===== config.mk =====
export PLATFORM = sky130hd
export DESIGN_NAME = dpr_ctrl
export DESIGN_NICKNAME = d
export VERILOG_FILES = /design/src/inc/dpr_pkg.sv /design/src/verilog/dpr_down_counter.sv /design/src/verilog/dpr_ctrl.sv
export SDC_FILE = /design/constraint.sdc
export NUM_CORES = 1
export LEC_CHECK = 0
export ABC_CLOCK_PERIOD_IN_PS = 3060
export BUFFER_PORTS_ARGS = -buffer_cell sky130_fd_sc_hd__buf_2
export CAP_MARGIN = 20
export CORE_ASPECT_RATIO = 0.5
export CORE_MARGIN = 4
export CORE_UTILIZATION = 30
export DETAILED_ROUTE_END_ITERATION = 12
export PLACE_DENSITY = 0.57
export REMOVE_ABC_BUFFERS = 1
export SLEW_MARGIN = 25
export SYNTH_ARGS = -nofsm -noshare
export SYNTH_HDL_FRONTEND = slang
export SYNTH_HIERARCHICAL = 1
export SYNTH_SLANG_ARGS = --single-unit
export TNS_END_PERCENT = 50

===== constraint.sdc =====
create_clock -name clk_sys -period 3.06 [get_ports clk_sys]
set_clock_uncertainty 0.15 [all_clocks]
set_input_delay 0.459 -clock clk_sys [delete_from_list [all_inputs] [get_ports clk_sys]]
set_output_delay 0.459 -clock clk_sys [all_outputs]
set_load 0.02 [all_outputs]

===== src/inc/dpr_pkg.sv =====
// Shared constants and types for the DDR2 precharge, refresh and power-down block
package dpr_pkg;
	localparam int NUM_BANKS = 4;
	localparam int BA_W      = 2;
	localparam int A10_BIT   = 10;
	localparam int ADDR_W    = 14;
	localparam int CLK_PERIOD_PS = 5000;
	// Command encodings {cs_n, ras_n, cas_n, we_n}
	localparam logic [3:0] CMD_ACT  = 4'h3;
	localparam logic [3:0] CMD_PRE  = 4'h2;
	localparam logic [3:0] CMD_REF  = 4'h1;
	localparam logic [3:0] CMD_MRS  = 4'h0;
	localparam logic [3:0] CMD_RD   = 4'h5;
	localparam logic [3:0] CMD_WR   = 4'h4;
	localparam logic [3:0] CMD_NOP  = 4'h7;
	// Timing, in their own units, and derived cycle counts
	localparam int TRFC_NS   = 105;
	localparam int TRFC_CYC  = (TRFC_NS * 1000 + CLK_PERIOD_PS - 1) / CLK_PERIOD_PS;
	localparam int TXSNR_NS  = 115;
	localparam int TXSNR_CYC = (TXSNR_NS * 1000 + CLK_PERIOD_PS - 1) / CLK_PERIOD_PS;
	localparam int TXSRD_CYC = 200;
	localparam int TCKE_CYC  = 3;
	localparam int CNT_W     = 8;
	typedef enum logic [2:0]
	{
		ST_IDLE_ACT,
		ST_SREF,
		ST_SREF_EXIT,
		ST_PD_PRE,
		ST_PD_ACT
	} dpr_state_type;
endpackage : dpr_pkg


===== src/verilog/dpr_down_counter.sv =====
// Loadable down counter with a zero flag
`timescale 1ns/1ps
module dpr_down_counter
#(
	parameter int WIDTH = 8
)
(
	input  wire logic             clk_sys,
	input  wire logic             rst,
	input  wire logic             load,
	input  wire logic [WIDTH-1:0] value,
	output logic                  zero
);
	typedef struct packed
	{
		logic [WIDTH-1:0] cnt;
	} dpr_cnt_type;
	dpr_cnt_type st_r;
	dpr_cnt_type st_nxt;
	always_comb
	begin
		st_nxt = st_r;
		if (load)
			st_nxt.cnt = value;
		else if (st_r.cnt != '0)
			st_nxt.cnt = st_r.cnt - 1'b1;
	end
	always_ff @(posedge clk_sys or posedge rst)
	begin
		if (rst)
			st_r <= '0;
		else
			st_r <= st_nxt;
	end
	assign zero = (st_r.cnt == '0);
endmodule : dpr_down_counter


===== src/verilog/dpr_ctrl.sv =====
// Bank state, refresh and power-down control of a four-bank DDR2 device
// Contract
// Precharge closes rows, explicit or auto
// A10 high precharges all banks
// Precharged bank needs ACTIVATE before access
// Controller waits tRP or tRPA after precharge
// REFRESH spaced 7.8125us average at most
// Refresh busy for tRFC after command
// Close all banks before REFRESH
// REFRESH with CKE low enters self refresh
// All idle, ODT off before self refresh
// Clock stable around self refresh edges
// Only NOP until tXSNR after exit
// No READ before tXSRD 200 clocks
// Exit intervals counted from first CKE-high edge
// CKE high until tXSRD unless re-entering; code flags CKE low only before tXSNR
// ODT low until tXSRD after exit
// CKE high from access to burst end
// Burst completion includes postamble, tWR/tWTR
// CKE low with NOP enters power-down
// Idle banks give precharge power-down
// Buffers off in power-down, DLL frozen; code freezes the DLL only in precharge power-down
// Active power-down keeps clock frequency
// CKE high with NOP exits power-down
// CKE level held three clocks
// No refresh during power-down
// Self refresh only from all idle
// Controller tracks per-bank open state
`timescale 1ns/1ps
module dpr_ctrl
(
	input  wire logic                          clk_sys,
	input  wire logic                          rst,
	input  wire logic                          cke,
	input  wire logic                          cs_n,
	input  wire logic                          ras_n,
	input  wire logic                          cas_n,
	input  wire logic                          we_n,
	input  wire logic [dpr_pkg::BA_W-1:0]      bank_addr,
	input  wire logic [dpr_pkg::ADDR_W-1:0]    addr,
	output logic      [dpr_pkg::NUM_BANKS-1:0] bank_open,
	output logic                               refresh_busy,
	output logic                               self_refresh,
	output logic                               pd_precharge,
	output logic                               pd_active,
	output logic                               buffers_on,
	output logic                               dll_frozen,
	output logic                               nonread_ok,
	output logic                               read_ok,
	output logic                               cmd_error
);
	typedef struct packed
	{
		logic [3:0]                     cmd_s1;
		logic [3:0]                     cmd_s2;
		logic                           cke_s1;
		logic                           cke_s2;
		logic                           cke_prev;
		logic [dpr_pkg::BA_W-1:0]       ba_s1;
		logic [dpr_pkg::BA_W-1:0]       ba_s2;
		logic                           a10_s1;
		logic                           a10_s2;
		dpr_pkg::dpr_state_type         state;
		logic [dpr_pkg::NUM_BANKS-1:0]  open;
		logic [dpr_pkg::NUM_BANKS-1:0]  ap_pend;
		logic                           busy;
		logic                           err;
		logic                           nonread_ok;
		logic                           read_ok;
	} dpr_ctrl_type;

	dpr_ctrl_type st_r;
	dpr_ctrl_type st_nxt;
	logic         rfc_load;
	logic         rfc_zero;
	logic         xsnr_load;
	logic         xsnr_zero;
	logic         xsrd_zero;
	logic [3:0]   cmd;
	logic         is_nop;

	// Pins pass two flops; command and CKE sampled together so they stay aligned
	assign cmd    = st_r.cmd_s2;
	assign is_nop = (cmd == dpr_pkg::CMD_NOP) || st_r.cmd_s2[3];

	dpr_down_counter #(.WIDTH(dpr_pkg::CNT_W)) u_rfc
	(
		.clk_sys (clk_sys),
		.rst     (rst),
		.load    (rfc_load),
		.value   (dpr_pkg::CNT_W'(dpr_pkg::TRFC_CYC - 1)),
		.zero    (rfc_zero)
	);

	dpr_down_counter #(.WIDTH(dpr_pkg::CNT_W)) u_xsnr
	(
		.clk_sys (clk_sys),
		.rst     (rst),
		.load    (xsnr_load),
		.value   (dpr_pkg::CNT_W'(dpr_pkg::TXSNR_CYC - 1)),
		.zero    (xsnr_zero)
	);

	dpr_down_counter #(.WIDTH(dpr_pkg::CNT_W)) u_xsrd
	(
		.clk_sys (clk_sys),
		.rst     (rst),
		.load    (xsnr_load),
		.value   (dpr_pkg::CNT_W'(dpr_pkg::TXSRD_CYC - 1)),
		.zero    (xsrd_zero)
	);

	always_comb
	begin
		st_nxt          = st_r;
		rfc_load        = 1'b0;
		xsnr_load       = 1'b0;
		st_nxt.cmd_s1   = {cs_n, ras_n, cas_n, we_n};
		st_nxt.cmd_s2   = st_r.cmd_s1;
		st_nxt.cke_s1   = cke;
		st_nxt.cke_s2   = st_r.cke_s1;
		st_nxt.cke_prev = st_r.cke_s2;
		st_nxt.ba_s1    = bank_addr;
		st_nxt.ba_s2    = st_r.ba_s1;
		st_nxt.a10_s1   = addr[dpr_pkg::A10_BIT];
		st_nxt.a10_s2   = st_r.a10_s1;
		st_nxt.busy     = st_r.busy && !rfc_zero;
		st_nxt.err      = 1'b0;
		case (st_r.state)
			dpr_pkg::ST_IDLE_ACT:
			begin
				if (st_r.cke_prev && st_r.cke_s2 && !st_r.cmd_s2[3])
				begin
					case (cmd)
						dpr_pkg::CMD_ACT:
							st_nxt.open[st_r.ba_s2] = 1'b1;
						dpr_pkg::CMD_PRE:
							if (st_r.a10_s2)
								st_nxt.open = '0;
							else
								st_nxt.open[st_r.ba_s2] = 1'b0;
						dpr_pkg::CMD_RD, dpr_pkg::CMD_WR:
						begin
							if (!st_r.open[st_r.ba_s2] || (cmd == dpr_pkg::CMD_RD && !st_r.read_ok))
								st_nxt.err = 1'b1;
							if (st_r.a10_s2)
								st_nxt.ap_pend[st_r.ba_s2] = 1'b1;
						end
						dpr_pkg::CMD_REF:
						begin
							if (st_r.open != '0)
								st_nxt.err = 1'b1;
							st_nxt.busy = 1'b1;
							rfc_load    = 1'b1;
						end
						default:
							st_nxt.err = 1'b0;
					endcase
					if (!st_r.nonread_ok && cmd != dpr_pkg::CMD_RD)
						st_nxt.err = 1'b1;
				end
				else if (st_r.cke_prev && !st_r.cke_s2)
				begin
					if (cmd == dpr_pkg::CMD_REF && !st_r.cmd_s2[3])
					begin
						if (st_r.open != '0)
							st_nxt.err = 1'b1;
						st_nxt.state      = dpr_pkg::ST_SREF;
						st_nxt.nonread_ok = 1'b0;
						st_nxt.read_ok    = 1'b0;
					end
					else if (is_nop)
					begin
						// Auto-precharges still pending are folded in before choosing the mode
						st_nxt.open = st_r.open & ~st_r.ap_pend;
						if ((st_r.open & ~st_r.ap_pend) == '0)
							st_nxt.state = dpr_pkg::ST_PD_PRE;
						else
							st_nxt.state = dpr_pkg::ST_PD_ACT;
						st_nxt.ap_pend = '0;
					end
					else
						st_nxt.err = 1'b1;
				end
				// Auto-precharge retires at the next idle command slot
				if (cmd != dpr_pkg::CMD_RD && cmd != dpr_pkg::CMD_WR && st_r.ap_pend != '0)
				begin
					st_nxt.open    = st_nxt.open & ~st_r.ap_pend;
					st_nxt.ap_pend = '0;
				end
			end
			dpr_pkg::ST_SREF:
			begin
				// Internal refresh keeps the busy flag off the bus
				st_nxt.busy = 1'b0;
				if (st_r.cke_s2)
				begin
					if (!is_nop)
						st_nxt.err = 1'b1;
					st_nxt.state = dpr_pkg::ST_SREF_EXIT;
					xsnr_load    = 1'b1;
				end
			end
			dpr_pkg::ST_SREF_EXIT:
			begin
				if (!xsnr_zero && !is_nop)
					st_nxt.err = 1'b1;
				// A read here would leave this state undecoded, so flag it now
				if (cmd == dpr_pkg::CMD_RD && !st_r.cmd_s2[3] && !xsrd_zero)
					st_nxt.err = 1'b1;
				if (!st_r.cke_s2)
				begin
					if (!xsnr_zero)
						st_nxt.err = 1'b1;
					if (cmd == dpr_pkg::CMD_REF && !st_r.cmd_s2[3])
						st_nxt.state = dpr_pkg::ST_SREF;
				end
				else if (xsnr_zero && !is_nop)
					st_nxt.state = dpr_pkg::ST_IDLE_ACT;
				else if (xsrd_zero)
					st_nxt.state = dpr_pkg::ST_IDLE_ACT;
			end
			dpr_pkg::ST_PD_PRE, dpr_pkg::ST_PD_ACT:
			begin
				// No refresh runs here; controller bounds the stay
				if (st_r.cke_s2)
				begin
					if (!is_nop)
						st_nxt.err = 1'b1;
					st_nxt.state = dpr_pkg::ST_IDLE_ACT;
				end
			end
			default:
				st_nxt.state = dpr_pkg::ST_IDLE_ACT;
		endcase
		// Windows track their counters in every state but ST_SREF, so an early exit still opens them
		if (st_nxt.state == dpr_pkg::ST_SREF || xsnr_load)
		begin
			st_nxt.nonread_ok = 1'b0;
			st_nxt.read_ok    = 1'b0;
		end
		else
		begin
			st_nxt.nonread_ok = xsnr_zero;
			st_nxt.read_ok    = xsrd_zero;
		end
	end

	always_ff @(posedge clk_sys or posedge rst)
	begin
		if (rst)
		begin
			st_r            <= '0;
			st_r.cmd_s1     <= dpr_pkg::CMD_NOP;
			st_r.cmd_s2     <= dpr_pkg::CMD_NOP;
			st_r.cke_s1     <= 1'b1;
			st_r.cke_s2     <= 1'b1;
			st_r.cke_prev   <= 1'b1;
			st_r.state      <= dpr_pkg::ST_IDLE_ACT;
			st_r.nonread_ok <= 1'b1;
			st_r.read_ok    <= 1'b1;
		end
		else
			st_r <= st_nxt;
	end

	assign bank_open    = st_r.open;
	assign refresh_busy = st_r.busy;
	assign self_refresh = (st_r.state == dpr_pkg::ST_SREF);
	assign pd_precharge = (st_r.state == dpr_pkg::ST_PD_PRE);
	assign pd_active    = (st_r.state == dpr_pkg::ST_PD_ACT);
	assign buffers_on   = (st_r.state == dpr_pkg::ST_IDLE_ACT) || (st_r.state == dpr_pkg::ST_SREF_EXIT);
	assign dll_frozen   = (st_r.state == dpr_pkg::ST_PD_PRE) || (st_r.state == dpr_pkg::ST_SREF);
	assign nonread_ok   = st_r.nonread_ok;
	assign read_ok      = st_r.read_ok;
	assign cmd_error    = st_r.err;
endmodule : dpr_ctrl


# [Yosys cells after proc, flatten, opt, wreduce, memory -nomap -nowiden]
# Index checks and enable logic that the tools add are counted.
[word_totals] ff_bits=56 in_bits=23 out_inout_bits=13 wordCells=148
[classes] add_sub_neg=3 order_cmp=2 n_eq_ne=18 n_mux=54 bitwise=7 n_reduce_logical=45
[ops] operator="$mux W8" count=10
[ops] operator="$mux W3" count=10
[ops] operator="$logic_not A8 Y1" count=3
[ops] operator="$reduce_bool A8 Y1" count=3
[ops] operator="$sub A8 B1 Y8 const B" count=3
[ops] operator="$mux W11" count=2
[ops] operator="$mux W1" count=20
[ops] operator="$ne A4 B4 Y1 const B" count=4
[ops] operator="$logic_and A1 B1 Y1" count=14
[ops] operator="$and A4 B4 Y4" count=3
[ops] operator="$eq A4 B3 Y1 const B" count=3
[ops] operator="$mux W4" count=3
[ops] operator="$ne A4 B3 Y1 const B" count=3
[ops] operator="$pmux W3 S4" count=1
[ops] operator="$logic_not A1 Y1" count=9
[ops] operator="$eq A4 B2 Y1 const B" count=2
[ops] operator="$not A4 Y4" count=2
[ops] operator="$or A4 B4 Y4" count=2
[ops] operator="$pmux W4 S2" count=1
[ops] operator="$reduce_bool A4 Y1" count=2
[ops] operator="$eq A3 B1 Y1 const B" count=2
[ops] operator="$eq A3 B2 Y1 const B" count=2
[ops] operator="$reduce_and A6 Y1" count=1
[ops] operator="$reduce_bool A2 Y1" count=3
[ops] operator="14 further kinds" count=21

# [Longest topological paths before layout]
# Gate-level depths: netlist of the first run.
[logic_depth] word_depth=12 mapped_depth=9 depth_no_buf=8

# [By module]
# Netlist of the first run, hierarchy kept.
[by_module_without_submodules] module="dpr_ctrl" instances=1 cells_per_inst=150 area_per_inst_um2=1632.8 seq_area_each_um2=814.5
[by_module_without_submodules] module="dpr_down_counter" instances=3 cells_per_inst=56 area_per_inst_um2=496.7 seq_area_each_um2=200.2

# [Worst setup path before layout of the first run]
# Ideal clock, no wire load.
[synth_path] path_type="register to register" startpoint="register u_xsnr/st_r[0] in the netlist's numbering" endpoint="register st_r (netlist bit cmd_error)" setup_ns=0.133 arrival_time_ns=2.044 required_time_ns=2.777 slack_ns=0.733 stages_incl_launch_ff=10 path_buffers=1 period_less_slack_ns=2.327 cell_sequence="dfrtp_1 > inv_1 > ha_1 > or4b_1 > buf_2 > nor2_2 > nor2b_1 > a221o_1 > o22ai_1 > o211ai_1"
[synth_lines] item="start: declaration" line_no="dpr_down_counter.sv:18" source="dpr_cnt_type st_r;"
[synth_lines] item="start signal: assignment" line_no="dpr_down_counter.sv:33" source="st_r <= st_nxt;"
[synth_lines] item="end signal: assignment" line_no="dpr_ctrl.sv:264" source="st_r <= st_nxt;"
[synth_lines] item="end: declaration" line_no="dpr_ctrl.sv:72" source="dpr_ctrl_type st_r;"

==> run metrics, run 1 <==
status=finished, violations left; failing checks=negative hold slack; first-pass GRT wire length=11.0 mm; Ant. Diodes=0; Wirelength per Cell=13.1 µm; Leakage=1.48 nW; initial core utilization=between 30% and 40%; drt first pass iters=4; Chip Width=152 µm; # IOs=36; Synth area leader=dfrtp_1; Die H=80.1 µm; GR Util met1=15.0%; most frequent cells in the layout=45 x dfrtp_1, 24 x conb_1, 22 x buf_2; final hold viol count=4; Setup WS post-layout=approximately 580 ps; met3 GRT Util=2.42%; Die ar.=around 12000 µm²; crit path DAT=2500 ps; largest net degree at the start of global routing=33; Max FO, Critical Path=6; final slew viol count=0; register area share after synthesis=45.3%; worst hold-check path type=input pin to async pin; Max Clk Rate=404 MHz; Final period util=80.9%; Yosys reg bits=56; crit path kind=register to register; share of cells above drive strength 1=20.5%; CTS Hold Buffers Added=0; nets@finish=377; final wirelength=6.39 mm; Syn Area/Cell=~10 µm²; clock sinks=56; total negative slack=0 ps; met2 usage=17.4%; Area Growth Syn to Fin=13.9%; library cells used by synthesis=66; CTS buffer count=5; commonest non-fill, non-tap cell in the layout=dfrtp_1; post-CTS setup buffers=0; Place WS=583 ps; CTS max path bufs=2; routability cong.=0.806; total grt overflow=0; Post-synth EDFFs=0; port bufs=22; total power=between 0.002 and 0.003 W; drt via density=approximately 5.0; worst skew pair latency=300 ps; max-cap violations=0; final setup fails=0; Synth warnings=6; slew margin rel.=47.6%; initial antenna violation count=0; Detailed Place HPWL=about 4.5 mm; Synth Cell Area=roughly 3100 µm²; Synth area leaders=dfrtp_1 36%, dfstp_2 9.3%, nor3_1 3.0%, nand2b_1 2.4%, a21oi_1 2.2%; multi-input logic area=1620 µm²; CP endpoint kind=register; ys async rst share=between 90% and 100%; routed via count=around 2400; Final Hold Slack=-1.14 ps; Syn Inst Count=318; TritonCTS clock tree=done; Root Buffer=clkbuf_16; gr busiest metal=met2; vias in the first global route=2273; P per Cell Area=819 nW/µm²; Yosys top cell area share=around 36%; predominant post-synthesis flop cell=dfrtp_1; Resized cells post-CTS=0; Critical Path RT=a little over 3000 ps; Worst-Margin Slew=785 ps; critical path startpoint category=register; RSZ-0062 raised after global routing=no; total core area=9790 µm²; row count=25; htree depth=2; ANT nets after route=0; Max VDD drop=approximately 0.29 mV; register area=approximately 1400 µm²; clk slew on worst S/H paths=70 ps; GRT Overall Usage=between 10% and 20%; clock period minus worst slack=approximately 2500 ps; DRC=0; DRC violation total after the first TritonRoute iteration=207; Fillers=1019
cell families (layout without fill, tap and decap cells):
group | count (synthesis) | in the layout | synth area share, %
flip-flops | 56 | 56 | 45.3
adder cells (fa/ha/maj) | 3 | 3 | 1.20
XOR/XNOR | 7 | 7 | 1.96
other | 2 | 24 | 0.240
multiplexers | 1 | 1 | 0.721
AND/OR/NAND/NOR | 130 | 130 | 25.6
buffers and inverters | 39 | 51 | 5.73
AO/OA/AOI/OAI | 80 | 80 | 19.3
stage by stage:
stage,cells,cell area [µm²],hold slack (ps),utilization (%)
after floorplan,317,3090,125,-
after global placement,479,3410,183,34.8
after detailed placement,479,3410,185,34.8
after CTS,487,3560,10.6,36.3
after global routing,487,3560,27.1,36.3
final,487,3560,-1.14,36.3
worst paths after layout:
kind / startpoint / to / slack (ps) / depth (start not counted)
worst min-delay path: rst / u_xsnr/st_r[5] / -1 / 2
max in group asynchronous: rst / st_r[21] / 2300 / 3
worst min register to register: st_nxt[17] / st_r[17] / 200 / 0
worst max-delay path: u_xsnr/st_r[0] / cmd_error / 580 / 8
min in group clk_sys: cas_n / st_nxt[25] / 110 / 1
worst max register to register: u_xsnr/st_r[0] / cmd_error / 580 / 8
report_power, final:
part           switching, W  internal (W)
clock network      0.000268      0.000307
registers          0.000255      0.000959
logic              0.000600      0.000523
total               0.00112       0.00179
cell type report:
cell class / count / area share (%)
multi-input combinational: 245 / 45.5
clock buffer: 5 / 3.52
inverter: 16 / 1.69
tap: 135 / 4.75
sequential: 56 / 39.8
clock inverter: 3 / 0.633
timing repair buffer: 27 / 4.15
critical path, stage by stage, from the launching register on:
cell and delay [ps]:
dfrtp_1 410, inv_1 90, ha_1 240, or4b_1 590, nor2_2 190, nor2b_1 60, a221o_1 320, o22ai_1 180
o211ai_1 120
flip-flops by register name, summed over array words and instances, names as in the netlist:
register      cells
u_xsnr/st_r       8
refresh_busy      1
cmd               4
u_xsrd/st_r       8
nonread_ok        1
st_nxt            9
u_rfc/st_r        8
bank_open         4
cmd_error         1
st_r             11
read_ok           1
per-layer routing:
metal	share of wire (%)	wire length (µm)	vias up
met4	1.1	72	0
met1	52	3310	1153
met3	3.1	201	5
met5	0	0	-
li1	-	-	1216
met2	44	2810	38
cells in the mapped netlist (all sizes together) (7+ instances only):
cell type / count
a21oi: 15
dfstp: 11
nand2b: 12
nand2: 18
xnor2: 7
nor3: 21
a31oi: 8
inv: 16
buf: 17
dfrtp: 45
nor2b: 7
or4b: 7
nor2: 22
o31ai: 9
Power figures use the tool's default switching activity.
==> run 2, diff against run 1 <==
--- a/config.mk
+++ b/config.mk
@@ -5,7 +5,7 @@
 export SDC_FILE = /design/constraint.sdc
 export NUM_CORES = 1
 export LEC_CHECK = 0
-export ABC_CLOCK_PERIOD_IN_PS = 3060
+export ABC_CLOCK_PERIOD_IN_PS = 2300
 export BUFFER_PORTS_ARGS = -buffer_cell sky130_fd_sc_hd__buf_2
 export CAP_MARGIN = 20
 export CORE_ASPECT_RATIO = 0.5
==> constraint.sdc (replaced) <==
create_clock -name clk_sys -period 2.3 [get_ports clk_sys]
set_clock_uncertainty 0.15 [all_clocks]
set_input_delay 0.345 -clock clk_sys [delete_from_list [all_inputs] [get_ports clk_sys]]
set_output_delay 0.345 -clock clk_sys [all_outputs]
set_load 0.02 [all_outputs]
==> run 2 against run 1 <==
Net effect: the run now ends clean; global-route usage grew 0.74 points; non-clock buffer count is 29 higher; clock power increased by 44%; critical path depth stayed put; first-iteration DRC count down 20%; via count is 5.4% higher; cell area rose by 7.7%; hold slack gained 200 ps; sequential power is 31% higher; sequential cell count is the same; wire length increased by 7.3%; critical endpoint unchanged.
==> run metrics, run 2 (same netlist as run 1, synthesis figures left out) <==
Crit path max-delay family=simple AND/OR/NAND/NOR gates; # IOs=36 (unchanged); clk slew on worst S/H paths=70 ps (about the same); Fillers=969 (-4.9%); Crit-path slowest cell=or4b_4; total power=0.00409 W (+40%); worst hold-check path type=register to register; met3 GRT Util=2.37% (-0.054 points); total negative slack=0 ps (unchanged); port bufs=22 (unchanged); clock period minus worst slack=2170 ps (-308 ps); Critical Path RT=2330 ps (-750 ps); Die ar.=12200 µm² (unchanged); RSZ-0062 raised after global routing=no; final wirelength=6.86 mm (+7.3%); slew margin rel.=62.1% (+15 points); Leakage=1.63 nW (+9.9%); CTS buffer count=5 (unchanged); Root Buffer=clkbuf_16; gr busiest metal=met2; crit path kind=register to register; multi-input logic area=1630 µm² (+1.1%); Max Clk Rate=461 MHz (+14%); GR Util met1=15.1% (+0.13 points); TritonCTS clock tree=done; max reg flops=11 (unchanged); drt first pass iters=4 (unchanged); Buf/Inv on CP=1 (unchanged); P per Cell Area=1070 nW/µm² (+30%); DRC violation total after the first TritonRoute iteration=165 (-20%); htree depth=2 (unchanged); final slew viol count=0 (unchanged); max-cap violations=0 (unchanged); most frequent cells in the layout=45 x dfrtp_1, 25 x buf_4, 24 x conb_1, 22 x buf_2; critical path startpoint category=register; total grt overflow=0 (unchanged); CP cell instances=inv_1, ha_1, or4b_4, nor2_4, nor2b_1, a221o_1, o22ai_2, o211ai_1; Die H=80.1 µm (unchanged); routed via count=2542 (+5.4%); Chip Width=152 µm (unchanged); crit-path max cell delay=490 ps (-100 ps); crit path DAT=2200 ps (-300 ps); drt via density=4.93 (-0.53%); DRC=0 (unchanged); worst skew pair latency=300 ps (about the same); met2 usage=19.2% (+1.8 points); final setup fails=0 (unchanged); initial antenna violation count=0 (unchanged); Detailed Place HPWL=4.89 mm (+8.1%); Ant. Diodes=0 (unchanged); final hold viol count=0 (-4); row count=25 (unchanged); Max VDD drop=0.411 mV (+42%); initial core utilization=31.9% (unchanged); status=finished, final reports clean; top register by number of flip-flops=st_r; Wirelength per Cell=13.3 µm (+1.3%); Area Growth Syn to Fin=22.6%; nets@finish=406 (+7.7%); commonest non-fill, non-tap cell in the layout=dfrtp_1; largest net degree at the start of global routing=33 (unchanged); first-pass GRT wire length=11.7 mm (+6.4%); share of cells above drive strength 1=24.9% (+4.5 points); Worst-Margin Slew=561 ps (-224 ps); ANT nets after route=0 (unchanged); Max FO, Critical Path=3 (-3); vias in the first global route=2435 (+7.1%); clock sinks=56 (unchanged); total core area=9790 µm² (unchanged); register area=1420 µm² (unchanged); Final period util=94.3% (+13 points); CP endpoint kind=register; GRT Overall Usage=11.7% (+0.74 points); CTS max path bufs=2 (unchanged); routability cong.=0.818 (+1.6%)
==> run 2: path summary, 6_finish.rpt <==
kind / cells after the start / slack, ps / from / end
min in group asynchronous: 3 / 450 / rst / u_xsrd/st_r[5]
max reg2reg: 8 / 130 / u_xsnr/st_r[1] / cmd_error
min reg2reg: 0 / 200 / st_nxt[15] / st_r[15]
max: 8 / 130 / u_xsnr/st_r[1] / cmd_error
min: 0 / 200 / st_nxt[15] / st_r[15]
max in group asynchronous: 4 / 1080 / rst / st_r[21]
==> run 2: report_power, final <==
| part | switching [W] | internal (W) | total [W] |
|---|---|---|---|
| sequential | 0.000307 | 0.00128 | 0.00158 |
| combinational | 0.000873 | 0.000807 | 0.00168 |
| clock | 0.000360 | 0.000469 | 0.000828 |
| total | 0.00154 | 0.00255 | 0.00409 |
==> run 2: final cells by class <==
cell class              instances  share of cell area (%)
multi-input cells             245                    42.7
flip-flops and latches         56                    37.0
repair buffers                 56                    10.1
well taps                     135                    4.41
clock buffers                   6                    3.92
inverters                      16                    1.57
clock inverters                 2                   0.327
==> run 2: metrics by stage <==
stage / worst slack [ps] / util [%] / hold WS (ps) / area [µm²] / instances
after floorplan: -454 / - / 10.7 / 3090 / 317
after global placement: 66.3 / 36.3 / 183 / 3550 / 498
after detailed placement: 76.5 / 36.3 / 186 / 3550 / 498
after CTS: 52.1 / 38.8 / 202 / 3800 / 515
after global routing: 10.2 / 39.1 / 203 / 3830 / 516
final: 132 / 39.1 / 201 / 3830 / 516
==> run 2: worst register-to-register path, stage by stage (launching register included) <==
cell and delay [ps]:
dfrtp_1 400, inv_1 80, ha_1 160, or4b_4 490, nor2_4 130, nor2b_1 60
a221o_1 330, o22ai_2 160, o211ai_1 110
==> run 2: what timing repair did <==
item                       in CTS  in global routing
setup endpoints to repair       0                  3
buffers inserted                0                  1
resized for setup               0                  4
hold buffers                    9                  0
hold endpoints to repair       32                  0
==> run 2: per-layer routing <==
layer,part of all wire [%],vias to the layer above
met5,0,-
met3,3.5,13
met4,1.8,0
li1,-,1275
met2,46,46
met1,48,1208
